### src/hdl/fxr_pkg.sv
package fxr_pkg;
  // ************************************************************
  // Register layout
  // ************************************************************
  localparam int REG_W = 8;
  localparam int ODS_MSB = 7;
  localparam int ODS_LSB = 5;
  localparam int DLP_BIT = 4;
  localparam int EERR_BIT = 3;
  localparam int PERR_BIT = 2;
  localparam int PROT_BIT = 1;
  localparam int RSVD_BIT = 0;
  localparam logic [7:0] NV_DEFAULT = 8'he0;
  localparam logic [7:0] WR_MASK = 8'hf0;
  // ************************************************************
  // Opcodes
  // ************************************************************
  localparam logic [7:0] OP_SET_PERSIST = 8'h85;
  localparam logic [7:0] OP_SET_VOLATILE = 8'h83;
  // ************************************************************
  // Drive strength codes, eighths of full drive
  // ************************************************************
  localparam logic [2:0] ODS_RSVD0 = 3'h0;
  localparam logic [2:0] ODS_RSVD4 = 3'h4;
  localparam logic [3:0] DRV_12P5 = 4'h1;
  localparam logic [3:0] DRV_25 = 4'h2;
  localparam logic [3:0] DRV_37P5 = 4'h3;
  localparam logic [3:0] DRV_50 = 4'h4;
  localparam logic [3:0] DRV_75 = 4'h6;
  localparam logic [3:0] DRV_100 = 4'h8;
  localparam logic [3:0] DRV_NONE = 4'h0;
  // ************************************************************
  // Operation classes reported by the array engine
  // ************************************************************
  typedef enum logic [3:0] {
    FXR_OP_NONE = 4'h0,
    FXR_OP_PAGE_PGM = 4'h1,
    FXR_OP_INFO_PGM = 4'h2,
    FXR_OP_PROT_CFG = 4'h3,
    FXR_OP_PWD_UNLOCK = 4'h4,
    FXR_OP_NV_REG = 4'h5,
    FXR_OP_STATUS_WR = 4'h6,
    FXR_OP_FUNC_WR = 4'h7,
    FXR_OP_ERASE = 4'h8,
    FXR_OP_CHIP_ERASE = 4'h9
  } fxr_op_t;
endpackage

### src/hdl/fxr_ext_read_reg.sv
`timescale 1ns/1ps
`default_nettype none
module fxr_ext_read_reg (
  input wire logic CLK_IN,
  input wire logic NRST_IN,
  input wire logic CE_IN,
  input wire logic SOFT_RST_IN,
  input wire logic WR_STB_IN,
  input wire logic [7:0] WR_OP_IN,
  input wire logic [7:0] WR_DATA_IN,
  input wire logic CLEAR_ERR_IN,
  input wire logic DONE_STB_IN,
  input wire logic [3:0] DONE_OP_IN,
  input wire logic FAIL_ERASE_IN,
  input wire logic FAIL_PROGRAM_IN,
  input wire logic TARGET_PROTECTED_IN,
  input wire logic TARGET_SUSPENDED_IN,
  input wire logic TARGET_INFO_LOCKED_IN,
  input wire logic PROT_MODE_BAD_IN,
  input wire logic PASSWORD_MISMATCH_IN,
  input wire logic STATUS_LOCKED_IN,
  input wire logic BP_PROTECTED_IN,
  output logic [7:0] REG_RD_OUT,
  output logic [7:0] PERSIST_OUT,
  output logic [2:0] DRIVE_SEL_OUT,
  output logic [3:0] DRIVE_EIGHTHS_OUT,
  output logic LEARN_EN_OUT,
  output logic PROT_ERR_OUT,
  output logic PGM_ERR_OUT,
  output logic ERASE_ERR_OUT
);
  // ************************************************************
  // State
  // ************************************************************
  logic [7:0] persist;
  logic [7:0] volat;
  logic prot_flag;
  logic pgm_flag;
  logic erase_flag;
  logic next_prot;
  logic next_pgm;
  logic next_erase;
  logic load_pending;
  logic persist_fail;

  function automatic logic [3:0] drive_decode(input logic [2:0] sel);
    case (sel)
      3'h1: drive_decode = fxr_pkg::DRV_12P5;
      3'h2: drive_decode = fxr_pkg::DRV_25;
      3'h3: drive_decode = fxr_pkg::DRV_37P5;
      3'h5: drive_decode = fxr_pkg::DRV_75;
      3'h6: drive_decode = fxr_pkg::DRV_100;
      3'h7: drive_decode = fxr_pkg::DRV_50;
      default: drive_decode = fxr_pkg::DRV_NONE;
    endcase
  endfunction

  // ************************************************************
  // Persistent copy
  // ************************************************************
  // A failed NV update leaves the stored copy untouched
  assign persist_fail = FAIL_ERASE_IN | FAIL_PROGRAM_IN;

  always_ff @(posedge CLK_IN or negedge NRST_IN)
  begin
    if (!NRST_IN)
    begin
      persist <= fxr_pkg::NV_DEFAULT;
    end
    else if (CE_IN && WR_STB_IN && WR_OP_IN == fxr_pkg::OP_SET_PERSIST && !persist_fail)
    begin
      persist <= WR_DATA_IN & fxr_pkg::WR_MASK;
    end
  end

  // ************************************************************
  // Volatile copy
  // ************************************************************
  always_ff @(posedge CLK_IN or negedge NRST_IN)
  begin
    if (!NRST_IN)
    begin
      load_pending <= 1'b1;
      volat <= fxr_pkg::NV_DEFAULT;
    end
    else if (CE_IN)
    begin
      if (load_pending || SOFT_RST_IN)
      begin
        load_pending <= 1'b0;
        volat <= persist;
      end
      else if (WR_STB_IN && (WR_OP_IN == fxr_pkg::OP_SET_VOLATILE
               || (WR_OP_IN == fxr_pkg::OP_SET_PERSIST && !persist_fail)))
      begin
        volat <= WR_DATA_IN & fxr_pkg::WR_MASK;
      end
    end
  end

  // ************************************************************
  // Error flag sources
  // ************************************************************
  always_comb
  begin
    next_prot = 1'b0;
    next_pgm = 1'b0;
    next_erase = 1'b0;
    if (DONE_STB_IN)
    begin
      case (fxr_pkg::fxr_op_t'(DONE_OP_IN))
        fxr_pkg::FXR_OP_PAGE_PGM:
        begin
          next_prot = TARGET_PROTECTED_IN | TARGET_SUSPENDED_IN;
          next_pgm = FAIL_PROGRAM_IN | next_prot;
        end
        fxr_pkg::FXR_OP_INFO_PGM:
        begin
          next_prot = TARGET_INFO_LOCKED_IN;
          next_pgm = FAIL_PROGRAM_IN | TARGET_INFO_LOCKED_IN;
        end
        fxr_pkg::FXR_OP_PROT_CFG:
        begin
          next_prot = PROT_MODE_BAD_IN;
          next_pgm = FAIL_PROGRAM_IN | PROT_MODE_BAD_IN;
        end
        fxr_pkg::FXR_OP_PWD_UNLOCK:
        begin
          next_prot = PASSWORD_MISMATCH_IN;
          next_pgm = PASSWORD_MISMATCH_IN;
        end
        fxr_pkg::FXR_OP_NV_REG:
        begin
          next_erase = FAIL_ERASE_IN;
          next_pgm = FAIL_PROGRAM_IN;
        end
        fxr_pkg::FXR_OP_STATUS_WR:
        begin
          next_prot = STATUS_LOCKED_IN;
          next_erase = FAIL_ERASE_IN | STATUS_LOCKED_IN;
          next_pgm = FAIL_PROGRAM_IN;
        end
        fxr_pkg::FXR_OP_FUNC_WR:
        begin
          next_pgm = FAIL_PROGRAM_IN;
        end
        fxr_pkg::FXR_OP_ERASE:
        begin
          next_prot = TARGET_PROTECTED_IN | TARGET_INFO_LOCKED_IN;
          next_erase = FAIL_ERASE_IN | next_prot;
        end
        fxr_pkg::FXR_OP_CHIP_ERASE:
        begin
          // Per-sector locks alone do not count here
          next_prot = BP_PROTECTED_IN;
          next_erase = FAIL_ERASE_IN | BP_PROTECTED_IN;
        end
        default:
        begin
          next_prot = 1'b0;
        end
      endcase
    end
  end

  // ************************************************************
  // Sticky flags; a new event beats a clear in the same cycle
  // ************************************************************
  always_ff @(posedge CLK_IN or negedge NRST_IN)
  begin
    if (!NRST_IN)
    begin
      prot_flag <= 1'b0;
      pgm_flag <= 1'b0;
      erase_flag <= 1'b0;
    end
    else if (CE_IN)
    begin
      prot_flag <= next_prot | (prot_flag & ~CLEAR_ERR_IN & ~SOFT_RST_IN);
      pgm_flag <= next_pgm | (pgm_flag & ~CLEAR_ERR_IN & ~SOFT_RST_IN);
      erase_flag <= next_erase | (erase_flag & ~CLEAR_ERR_IN & ~SOFT_RST_IN);
    end
  end

  // ************************************************************
  // Registered outputs
  // ************************************************************
  always_ff @(posedge CLK_IN or negedge NRST_IN)
  begin
    if (!NRST_IN)
    begin
      REG_RD_OUT <= 8'h00;
      PERSIST_OUT <= 8'h00;
      DRIVE_SEL_OUT <= 3'h0;
      DRIVE_EIGHTHS_OUT <= 4'h0;
      LEARN_EN_OUT <= 1'b0;
      PROT_ERR_OUT <= 1'b0;
      PGM_ERR_OUT <= 1'b0;
      ERASE_ERR_OUT <= 1'b0;
    end
    else if (CE_IN)
    begin
      REG_RD_OUT <= {volat[fxr_pkg::ODS_MSB:fxr_pkg::DLP_BIT], erase_flag, pgm_flag,
                     prot_flag, 1'b0};
      PERSIST_OUT <= persist;
      DRIVE_SEL_OUT <= volat[fxr_pkg::ODS_MSB:fxr_pkg::ODS_LSB];
      DRIVE_EIGHTHS_OUT <= drive_decode(volat[fxr_pkg::ODS_MSB:fxr_pkg::ODS_LSB]);
      LEARN_EN_OUT <= volat[fxr_pkg::DLP_BIT];
      PROT_ERR_OUT <= prot_flag;
      PGM_ERR_OUT <= pgm_flag;
      ERASE_ERR_OUT <= erase_flag;
    end
  end

  // ************************************************************
  // Checks
  // ************************************************************
  property p_flags_untouched_by_set;
    @(posedge CLK_IN) disable iff (!NRST_IN)
    (CE_IN && WR_STB_IN && !DONE_STB_IN && !CLEAR_ERR_IN && !SOFT_RST_IN)
      |=> $stable({prot_flag, pgm_flag, erase_flag});
  endproperty
  a_flags_untouched_by_set: assert property (p_flags_untouched_by_set)
    else $error("Error flags changed by a register write");

  property p_reserved_zero;
    @(posedge CLK_IN) disable iff (!NRST_IN)
    REG_RD_OUT[fxr_pkg::RSVD_BIT] == 1'b0;
  endproperty
  a_reserved_zero: assert property (p_reserved_zero)
    else $error("Reserved bit reads nonzero");

  property p_volatile_write;
    @(posedge CLK_IN) disable iff (!NRST_IN)
    (CE_IN && WR_STB_IN && WR_OP_IN == fxr_pkg::OP_SET_VOLATILE && !load_pending
      && !SOFT_RST_IN) ##1 CE_IN
      |=> REG_RD_OUT[7:4] == $past(WR_DATA_IN[7:4], 2);
  endproperty
  a_volatile_write: assert property (p_volatile_write)
    else $error("Volatile write not visible");

  property p_drive_decode;
    @(posedge CLK_IN) disable iff (!NRST_IN)
    (DRIVE_SEL_OUT == 3'h7) |-> DRIVE_EIGHTHS_OUT == fxr_pkg::DRV_50;
  endproperty
  a_drive_decode: assert property (p_drive_decode)
    else $error("Default drive not half strength");

  property p_sticky;
    @(posedge CLK_IN) disable iff (!NRST_IN)
    (CE_IN && pgm_flag && !CLEAR_ERR_IN && !SOFT_RST_IN) |=> pgm_flag;
  endproperty
  a_sticky: assert property (p_sticky)
    else $error("Program flag dropped without clear");

  property p_password;
    @(posedge CLK_IN) disable iff (!NRST_IN)
    (CE_IN && DONE_STB_IN && DONE_OP_IN == fxr_pkg::FXR_OP_PWD_UNLOCK && PASSWORD_MISMATCH_IN)
      |=> prot_flag && pgm_flag ##1 (!$past(CE_IN) || (PROT_ERR_OUT && PGM_ERR_OUT));
  endproperty
  a_password: assert property (p_password)
    else $error("Password mismatch not flagged");

  property p_chip_erase_asp;
    @(posedge CLK_IN) disable iff (!NRST_IN)
    (CE_IN && DONE_STB_IN && DONE_OP_IN == 4'h9 && !BP_PROTECTED_IN && !prot_flag)
      |=> !prot_flag;
  endproperty
  a_chip_erase_asp: assert property (p_chip_erase_asp)
    else $error("Chip erase flagged sector-lock protection");

  property p_locked_status;
    @(posedge CLK_IN) disable iff (!NRST_IN)
    (CE_IN && DONE_STB_IN && DONE_OP_IN == 4'h6 && STATUS_LOCKED_IN)
      |=> prot_flag && erase_flag;
  endproperty
  a_locked_status: assert property (p_locked_status)
    else $error("Locked status write not flagged");
endmodule
`default_nettype wire

### config.mk
export PLATFORM = sky130hd
export DESIGN_NAME = fxr_ext_read_reg
export DESIGN_NICKNAME = d
export VERILOG_FILES = /design/src/hdl/fxr_pkg.sv /design/src/hdl/fxr_ext_read_reg.sv
export SDC_FILE = /design/constraint.sdc
export NUM_CORES = 1
export LEC_CHECK = 0
export ABC_AREA = 1
export BUFFER_PORTS_ARGS = -buffer_cell sky130_fd_sc_hd__buf_2
export CAP_MARGIN = 40
export CORE_MARGIN = 5
export CORE_UTILIZATION = 50
export CTS_BUF_LIST = sky130_fd_sc_hd__clkbuf_8 sky130_fd_sc_hd__clkbuf_16
export DETAILED_ROUTE_END_ITERATION = 10
export PLACE_DENSITY = 0.87
export SYNTH_ARGS = -nofsm -noshare
export SYNTH_HDL_FRONTEND = slang
export SYNTH_SLANG_ARGS = --single-unit
### constraint.sdc
create_clock -name CLK_IN -period 2.35 [get_ports CLK_IN]
set_input_delay 0.1175 -clock CLK_IN [delete_from_list [all_inputs] [get_ports CLK_IN]]
set_output_delay 0.1175 -clock CLK_IN [all_outputs]
set_load 0.01 [all_outputs]
==> qor.log, run 1 <==
qor: floorplanning.fp-row-count 19
qor: synthesis.yosys.cell_types.count 24
qor: job.max_cap_viol_count 0
qor: hold_path.timing.hold.worst.class input port to flop
qor: layout.layout_cell_share_with_drive_strength_beyond_1 28.9%
qor: layout.stdcell_count 277
qor: status.outcome completed
qor: clock_tree.cts.root.buffer_cell sky130_fd_sc_hd__clkbuf_8
qor: floorplanning.die_height 64.2 µm
qor: clock_tree.clockBufferDepth 2
qor: synthesis.sequential_to_total_area_share_from_yosys_stat 46.6%
qor: timing.finalHoldViolCount 0
qor: placed_design.port_buffers 53
qor: drt.drt_iter0_markers 32
qor: power_and_ir_drop.cellLeakagePower 1.05 nW
qor: floorplanning.die_width 64.2 µm
qor: timing.slew_headroom 60.9%
qor: drt.drt-total-wl 2980 µm
qor: power_and_ir_drop.ir_worst_vdd 0.588 mV
qor: worst_setup_path.highest_net_fanout_along_the_worst_path 9
qor: synthesis.synthesized_netlist_cell_count 199
qor: drt.drt_pre_antenna_iters 4
qor: global_route.grt_antenna_before_repair 0
qor: global_route.first_global_vias 1,268
qor: worst_setup_path.setup.worst_path.class flop to flop
qor: worst_setup_path.cp-end-kind flop
qor: floorplanning.boundaryPins 63
qor: global_route.grt_first_pass_wirelength 5280 µm
qor: layout.antenna_cells 0
qor: worst_setup_path.worst-endpoint-required 2560 ps
qor: clock_tree.postCtsSetupRepairBufs 0
qor: layout.layout_commonest_cell sky130_fd_sc_hd__nand2_1
qor: synthesis.yosysWarningCount 0
qor: drt.detailroute.via_count 1,350
qor: worst_setup_path.setup.worst_path.start_class flop
qor: timing.worst-slew-pin-transition 586 ps
qor: clock_tree.number_of_cells_upsized_or_downsized_after_cts 0
qor: power_and_ir_drop.power_density 563 nW/µm²
qor: synthesis.syn_avg_cell_area 7.39 µm²
qor: timing.period_share 49.6%
qor: clock_tree.tritoncts built
qor: floorplanning.floorplan.initialDensity 52.9%
qor: synthesis.postSynthRegisterBits 27
qor: drt.antenna_left 0
qor: drt.route.detailed.vias_per_inst 4.87
qor: worst_setup_path.timing.critical_path.arrival 1370 ps
qor: timing.final.setup.tns 0 ps
qor: drt.detail_route.drc_violations 0
qor: layout.postLayoutCoreUtil 62.6%
qor: layout.final_cell_mix sky130_fd_sc_hd__nand2_1, sky130_fd_sc_hd__buf_2, sky130_fd_sc_hd__inv_1
qor: timing.period_needed 1170 ps
qor: timing.setup-violations-final 0
qor: timing.timing.clock.skew 3.81 ps
qor: placed_design.dp_hpwl 2380 µm
qor: clock_tree.path_clk_slew 90 ps
qor: synthesis.mappedNetlistArea 1470 µm²
qor: global_route.grt_max_degree 28
qor: timing.slew_viol_final 0
qor: layout.num-nets-final 283
qor: floorplanning.die_area 4120 µm²
qor: clock_tree.numCtsBuffers 3
qor: clock_tree.tritoncts_sinks 27
qor: layout.layout-area-overhead-vs-synth 18.5%
qor: global_route.globalRoute.totalOverflow 0
qor: timing.max_clock_freq 857 MHz
qor: floorplanning.core_region_area 2780 µm²
qor: placed_design.dp.cells 272
qor: placed_design.gp_congestion 0.811
qor: global_route.total_routing_resource_utilization_after_global_routing 15.6%
qor: clock_tree.htreeDepth 1
qor: drt.wl_per_cell 10.8 µm
qor: timing.rsz0062_at_grt no
qor: clock_tree.clk-insertion-delay-late 270 ps
## Yosys cell counts
cell type,count,share of area (%)
sky130_fd_sc_hd__a22o_1,2,1.2
sky130_fd_sc_hd__buf_4,12,6.1
sky130_fd_sc_hd__o211ai_1,1,0.51
sky130_fd_sc_hd__nand2_4,1,0.77
sky130_fd_sc_hd__conb_1,1,0.26
sky130_fd_sc_hd__nor3_1,1,0.34
sky130_fd_sc_hd__o21a_1,1,0.51
sky130_fd_sc_hd__a21oi_1,5,1.7
sky130_fd_sc_hd__nor2_2,1,0.43
sky130_fd_sc_hd__o21ai_0,10,3.4
sky130_fd_sc_hd__clkbuf_1,1,0.26
sky130_fd_sc_hd__nand3_4,1,1.2
sky130_fd_sc_hd__nand3_1,9,3.1
sky130_fd_sc_hd__dfstp_2,7,13
sky130_fd_sc_hd__nand2_2,1,0.43
sky130_fd_sc_hd__buf_2,2,0.68
sky130_fd_sc_hd__inv_1,24,6.1
sky130_fd_sc_hd__inv_2,2,0.51
sky130_fd_sc_hd__nor2_1,21,5.4
sky130_fd_sc_hd__nand4_1,2,0.85
sky130_fd_sc_hd__nor2_4,1,0.77
sky130_fd_sc_hd__nand2_1,69,18
sky130_fd_sc_hd__dfrtp_1,20,34
sky130_fd_sc_hd__o21ai_1,4,1.4
## area by class of cell
cell class | count | area (µm²)
fill | 256 | 1040
sequential | 27 | 684
multi-input combinational | 135 | 599
timing repair buffer | 54 | 275
inverter | 26 | 97.6
clock buffer | 3 | 41.3
tap | 31 | 38.8
clock inverter | 1 | 5.00
## critical path: stages, from the launching register on
cell,delay [ps]
sky130_fd_sc_hd__dfstp_2,380
sky130_fd_sc_hd__nor2_1,390
sky130_fd_sc_hd__nor2_1,70
sky130_fd_sc_hd__a21oi_1,130
sky130_fd_sc_hd__nand2_1,60
sky130_fd_sc_hd__o21ai_1,60
## routing by layer
layer | up-vias | routed length (µm) | track usage (%) | share of wire [%]
met1 | 607 | 1210 | 18.2 | 41
met4 | 0 | 55 | 6.11 | 1.8
met5 | - | 0 | 0 | 0
li1 | 690 | - | - | -
met2 | 48 | 1480 | 27.5 | 50
met3 | 5 | 227 | 3.50 | 7.6
## path summary, 6_finish.rpt
path / startpoint / endpoint / slack, ps / cells after the start
max: load_pending$_DFFE_PN1P_ / volat[4]$_DFFE_PN0P_ / 1180 / 5
min: WR_DATA_IN[6] / persist[6]$_DFFE_PN1P_ / 70 / 3
max reg2reg: load_pending$_DFFE_PN1P_ / volat[4]$_DFFE_PN0P_ / 1180 / 5
min reg2reg: load_pending$_DFFE_PN1P_ / load_pending$_DFFE_PN1P_ / 470 / 1
max in group asynchronous: NRST_IN / DRIVE_SEL_OUT[1]$_DFFE_PN0P_ / 1590 / 2
min in group asynchronous: NRST_IN / DRIVE_SEL_OUT[2]$_DFFE_PN0P_ / 380 / 2
## cell families after synthesis
kind of cell | after synthesis | share of synthesized area [%]
and+or+nand+nor | 107 | 30.8
buffers and inverters | 41 | 13.7
DFF | 27 | 46.6
AOI/OAI and AO/OA | 23 | 8.68
other | 1 | 0.255
## where the power goes
group / switching, mW / internal (mW) / leakage, nW
Combinational: 0.116 / 0.0785 / 0.690
Sequential: 0.0221 / 0.506 / 0.337
Clock: 0.138 / 0.119 / 0.0255
## stage by stage
stage	total power [mW]	area [µm²]	worst slack, ps	hold WS [ps]
3_3_place_gp	0.726	1690	1090	141
4_1_cts	0.991	1740	1180	64.7
3_5_place_dp	0.733	1690	1050	144
5_1_grt	1.04	1740	1000	76.2
6_report	0.980	1740	1180	68.7
2_1_floorplan	0.663	1490	1330	-178
## registers in the layout, indices dropped and copies added, names as in the netlist
| signal | flops |
|---|---|
| DRIVE_EIGHTHS_OUT | 4 |
| PERSIST_OUT | 4 |
| REG_RD_OUT | 4 |
| persist | 4 |
| volat | 4 |
| DRIVE_SEL_OUT | 3 |
| erase_flag | 1 |
| load_pending | 1 |
| pgm_flag | 1 |
| prot_flag | 1 |
## repair_timing
item                                    4_1_cts  5_1_grt
endpoints found under the setup margin        0        0
hold buffers                                  1        0
hold endpoints to repair                     20        0
(Power assumes the default switching activity.)
==> run 2, diff against run 1 <==
--- a/config.mk
+++ b/config.mk
@@ -9,10 +9,10 @@
 export BUFFER_PORTS_ARGS = -buffer_cell sky130_fd_sc_hd__buf_2
 export CAP_MARGIN = 40
 export CORE_MARGIN = 5
-export CORE_UTILIZATION = 50
+export CORE_UTILIZATION = 42
 export CTS_BUF_LIST = sky130_fd_sc_hd__clkbuf_8 sky130_fd_sc_hd__clkbuf_16
 export DETAILED_ROUTE_END_ITERATION = 10
-export PLACE_DENSITY = 0.87
+export PLACE_DENSITY = 0.79
 export SYNTH_ARGS = -nofsm -noshare
 export SYNTH_HDL_FRONTEND = slang
 export SYNTH_SLANG_ARGS = --single-unit
==> constraint.sdc (replaced) <==
create_clock -name CLK_IN -period 1 [get_ports CLK_IN]
set_input_delay 0.05 -clock CLK_IN [delete_from_list [all_inputs] [get_ports CLK_IN]]
set_output_delay 0.05 -clock CLK_IN [all_outputs]
set_load 0.01 [all_outputs]
==> run 2 against run 1 <==
  * The flow now finishes with violations (negative setup slack)
  * Fmax is 12% higher
  * Non-clock buffer count is 3 higher
  * Sequential share of layout area is 1.1 points lower
  * Clock skew is 2.0 ps lower
  * Highest routed layer unchanged
  * Register-to-register slack worse by 1200 ps
==> qor.log, run 2 (synthesized netlist as in run 1, its figures left out) <==
qor: worst_setup_path.path_common_cell sky130_fd_sc_hd__o21ai_1
qor: status.outcome finished with violations
qor: timing.final.setup.tns -63.2 ps [-63.2 ps]
qor: timing.period_share 104% [+54 points]
qor: power_and_ir_drop.power_frac_comb 20.3% [+0.5 points]
qor: status.failed_checks negative setup slack
qor: worst_setup_path.highest_net_fanout_along_the_worst_path 8 [-1]
qor: global_route.grt_antenna_before_repair 0 [unchanged]
qor: timing.slew_headroom 61.9% [+1.0 points]
qor: timing.rsz0062_at_grt yes
qor: clock_tree.tritoncts_sinks 27 [unchanged]
qor: clock_tree.clockBufferDepth 2 [unchanged]
qor: drt.drt-total-wl 3130 µm [+4.9%]
qor: global_route.globalRoute.totalOverflow 0 [unchanged]
qor: power_and_ir_drop.net-switching-power 0.648 mW [+130%]
qor: drt.routed-wl-met3 177 µm [-22%]
qor: worst_setup_path.timing.critical_path.buf_inv 0 [unchanged]
qor: global_route.first_global_vias 1,235 [-2.6%]
qor: power_and_ir_drop.seq_power_share 53.9% [about the same]
qor: worst_setup_path.timing.critical_path.arrival 1240 ps [-130 ps]
qor: power_and_ir_drop.power.switching_fraction 28.1% [-0.098 points]
qor: drt.met1Wirelength 1310 µm [+8.1%]
qor: floorplanning.die_area 4780 µm² [+16%]
qor: layout.layout-area-overhead-vs-synth 22.0%
qor: layout.num-nets-final 286 [+1.1%]
qor: worst_setup_path.setup.worst_path.start_class flop
qor: power_and_ir_drop.power_density 1290 nW/µm² [+130%]
qor: power_and_ir_drop.report.power.total 2.31 mW [+140%]
qor: drt.top_layer_used met4
qor: drt.route.met2.wl 1600 µm [+8.1%]
qor: timing.timing.clock.skew 1.79 ps [-2.02 ps]
qor: drt.detailroute.via_count 1,341 [-0.67%]
qor: drt.drt_pre_antenna_iters 4 [unchanged]
qor: worst_setup_path.worstRegToRegCells 4 [-1]
qor: timing.final.setup.worst_slack -38.0 ps [-1220 ps]
qor: power_and_ir_drop.clock_power_share 25.7% [-0.5 points]
qor: layout.final_cell_mix sky130_fd_sc_hd__nand2_1, sky130_fd_sc_hd__buf_2, sky130_fd_sc_hd__inv_1
qor: timing.setup-violations-final 3 [+3]
qor: job.max_cap_viol_count 0 [unchanged]
qor: power_and_ir_drop.internal_power 1.66 mW [+140%]
qor: timing.worst-slew-pin-transition 571 ps [-14.4 ps]
qor: clock_tree.tritoncts built
qor: drt.drt_iter0_markers 56 [+75%]
qor: clock_tree.path_clk_slew 90 ps [about the same]
qor: clock_tree.postCtsSetupRepairBufs 0 [unchanged]
qor: floorplanning.core_region_area 3360 µm² [+21%]
qor: floorplanning.die_width 69.2 µm [+7.7%]
qor: timing.max_clock_freq 963 MHz [+12%]
qor: worst_setup_path.worst-endpoint-required 1200 ps [-1360 ps]
qor: layout.layout_cell_share_with_drive_strength_beyond_1 30.1% [+1.3 points]
qor: floorplanning.floorplan.initialDensity 43.7% [-9.1 points]
qor: clock_tree.htreeDepth 1 [unchanged]
qor: global_route.grt_first_pass_wirelength 5270 µm [-0.13%]
qor: power_and_ir_drop.ir_worst_vdd 0.988 mV [+68%]
qor: clock_tree.cts.root.buffer_cell sky130_fd_sc_hd__clkbuf_8
qor: power_and_ir_drop.cellLeakagePower 1.07 nW [+1.7%]
qor: floorplanning.boundaryPins 63 [unchanged]
qor: drt.wl_per_cell 10.6 µm [-1.5%]
qor: timing.finalHoldViolCount 0 [unchanged]
qor: floorplanning.fp-row-count 21 [+2]
qor: worst_setup_path.setup.worst_path.class flop to flop
qor: worst_setup_path.critical-path-slowest-cell sky130_fd_sc_hd__dfstp_2
qor: timing.period_needed 1040 ps [-128 ps]
qor: drt.antenna_left 0 [unchanged]
qor: layout.layout_commonest_cell sky130_fd_sc_hd__nand2_1
qor: clock_tree.numCtsBuffers 3 [unchanged]
qor: worst_setup_path.family_with_the_most_delay_on_the_worst_path flip-flops
qor: worst_setup_path.critical_path_cell_count 4 [-1]
qor: placed_design.gp_congestion 0.774 [-4.5%]
qor: floorplanning.die_height 69.2 µm [+7.7%]
qor: placed_design.dp_hpwl 2530 µm [+6.2%]
qor: clock_tree.clk-insertion-delay-late 270 ps [about the same]
qor: global_route.grt_max_degree 28 [unchanged]
qor: timing.slew_viol_final 0 [unchanged]
qor: drt.route.detailed.vias_per_inst 4.55 [-6.7%]
qor: layout.antenna_cells 0 [unchanged]
qor: drt.detail_route.drc_violations 0 [unchanged]
qor: placed_design.port_buffers 53 [unchanged]
qor: worst_setup_path.cp-end-kind flop
qor: global_route.total_routing_resource_utilization_after_global_routing 13.0% [-2.6 points]
qor: hold_path.worst_hold_path_cell_count 3 [unchanged]
qor: worst_setup_path.cp_slowest_stage_delay 580 ps [+190 ps]
qor: hold_path.timing.hold.worst.class input port to flop
qor: worst_setup_path.path_cells o21ai_1, nand3_4, nand2_1, o21ai_1
==> run 2: cell types whose count changed in the layout (fill, tap and decap cells not counted) <==
cell | before | now
sky130_fd_sc_hd__a21oi_1 | 5 | 4
sky130_fd_sc_hd__clkinv_2 | 1 | 0
sky130_fd_sc_hd__buf_4 | 0 | 3
sky130_fd_sc_hd__nor2_1 | 21 | 20
sky130_fd_sc_hd__a21oi_2 | 0 | 1
sky130_fd_sc_hd__nor2_4 | 1 | 2
sky130_fd_sc_hd__o21ai_1 | 4 | 6
sky130_fd_sc_hd__inv_1 | 24 | 25
sky130_fd_sc_hd__o21ai_0 | 10 | 8
==> run 2: per-layer routing <==
| metal | track usage [%] | vias up |
|---|---|---|
| li1 | - | 700 |
| met1 | 15.4 | 599 |
| met2 | 23.7 | 38 |
| met3 | 2.76 | 4 |
| met4 | 3.25 | 0 |
| met5 | 0 | - |
==> run 2: what timing repair did <==
item,4_1_cts,5_1_grt
hold buffers,1,0
endpoints found under the hold margin,20,0
gates resized for setup,3,1
pin swaps,1,0
endpoints found under the setup margin,4,4
==> run 2: through the flow <==
| step | instance area [µm²] | util, % | hold slack (ps) | cells | worst slack, ps |
|---|---|---|---|---|---|
| finish | 1790 | 53.3 | 7.25 | 295 | -38.0 |
| floorplan | 1490 | - | -246 | 203 | 4.01 |
| detailed placement | 1730 | 51.4 | 76.5 | 290 | -50.0 |
| global placement | 1730 | 51.4 | 73.7 | 290 | -16.0 |
| CTS | 1790 | 53.2 | 4.68 | 295 | -12.2 |
| global route | 1790 | 53.3 | 21.6 | 295 | -84.4 |
==> run 2: area by class of cell <==
cell class | count | area, µm²
Multi-Input combinational cell | 135 | 611
Timing Repair Buffer | 57 | 298
Tap cell | 46 | 57.6
Sequential cell | 27 | 684
Inverter | 26 | 97.6
Clock inverter | 1 | 3.75
Clock buffer | 3 | 41.3
Fill cell | 352 | 1570
==> run 2: path summary, 6_finish.rpt <==
kind                                               endpoint  slack [ps]                startpoint
max                                    volat[7]$_DFFE_PN1P_         -40  load_pending$_DFFE_PN1P_
min                                  persist[6]$_DFFE_PN1P_           7             WR_DATA_IN[6]
max reg2reg                            volat[7]$_DFFE_PN1P_         -40  load_pending$_DFFE_PN1P_
min reg2reg                          persist[6]$_DFFE_PN1P_         470    persist[6]$_DFFE_PN1P_
max in group asynchronous          load_pending$_DFFE_PN1P_         310                   NRST_IN
min in group asynchronous  DRIVE_EIGHTHS_OUT[0]$_DFFE_PN0P_         310                   NRST_IN
==> run 2: tightest hold or removal path, delay by kind of cell <==
family	cells	cell delay (ps)
buffers and inverters	1	110
AND/OR/NAND/NOR	2	120
==> run 2: power by group through the flow <==
| stage | Clock [mW] | Combinational (mW) | Sequential [mW] |
|---|---|---|---|
| after floorplan | 0 | 0.274 | 1.28 |
| after global placement | 0 | 0.461 | 1.26 |
| after detailed placement | 0 | 0.467 | 1.27 |
| after CTS | 0.609 | 0.474 | 1.25 |
| after global routing | 0.653 | 0.533 | 1.26 |
| final | 0.593 | 0.469 | 1.24 |
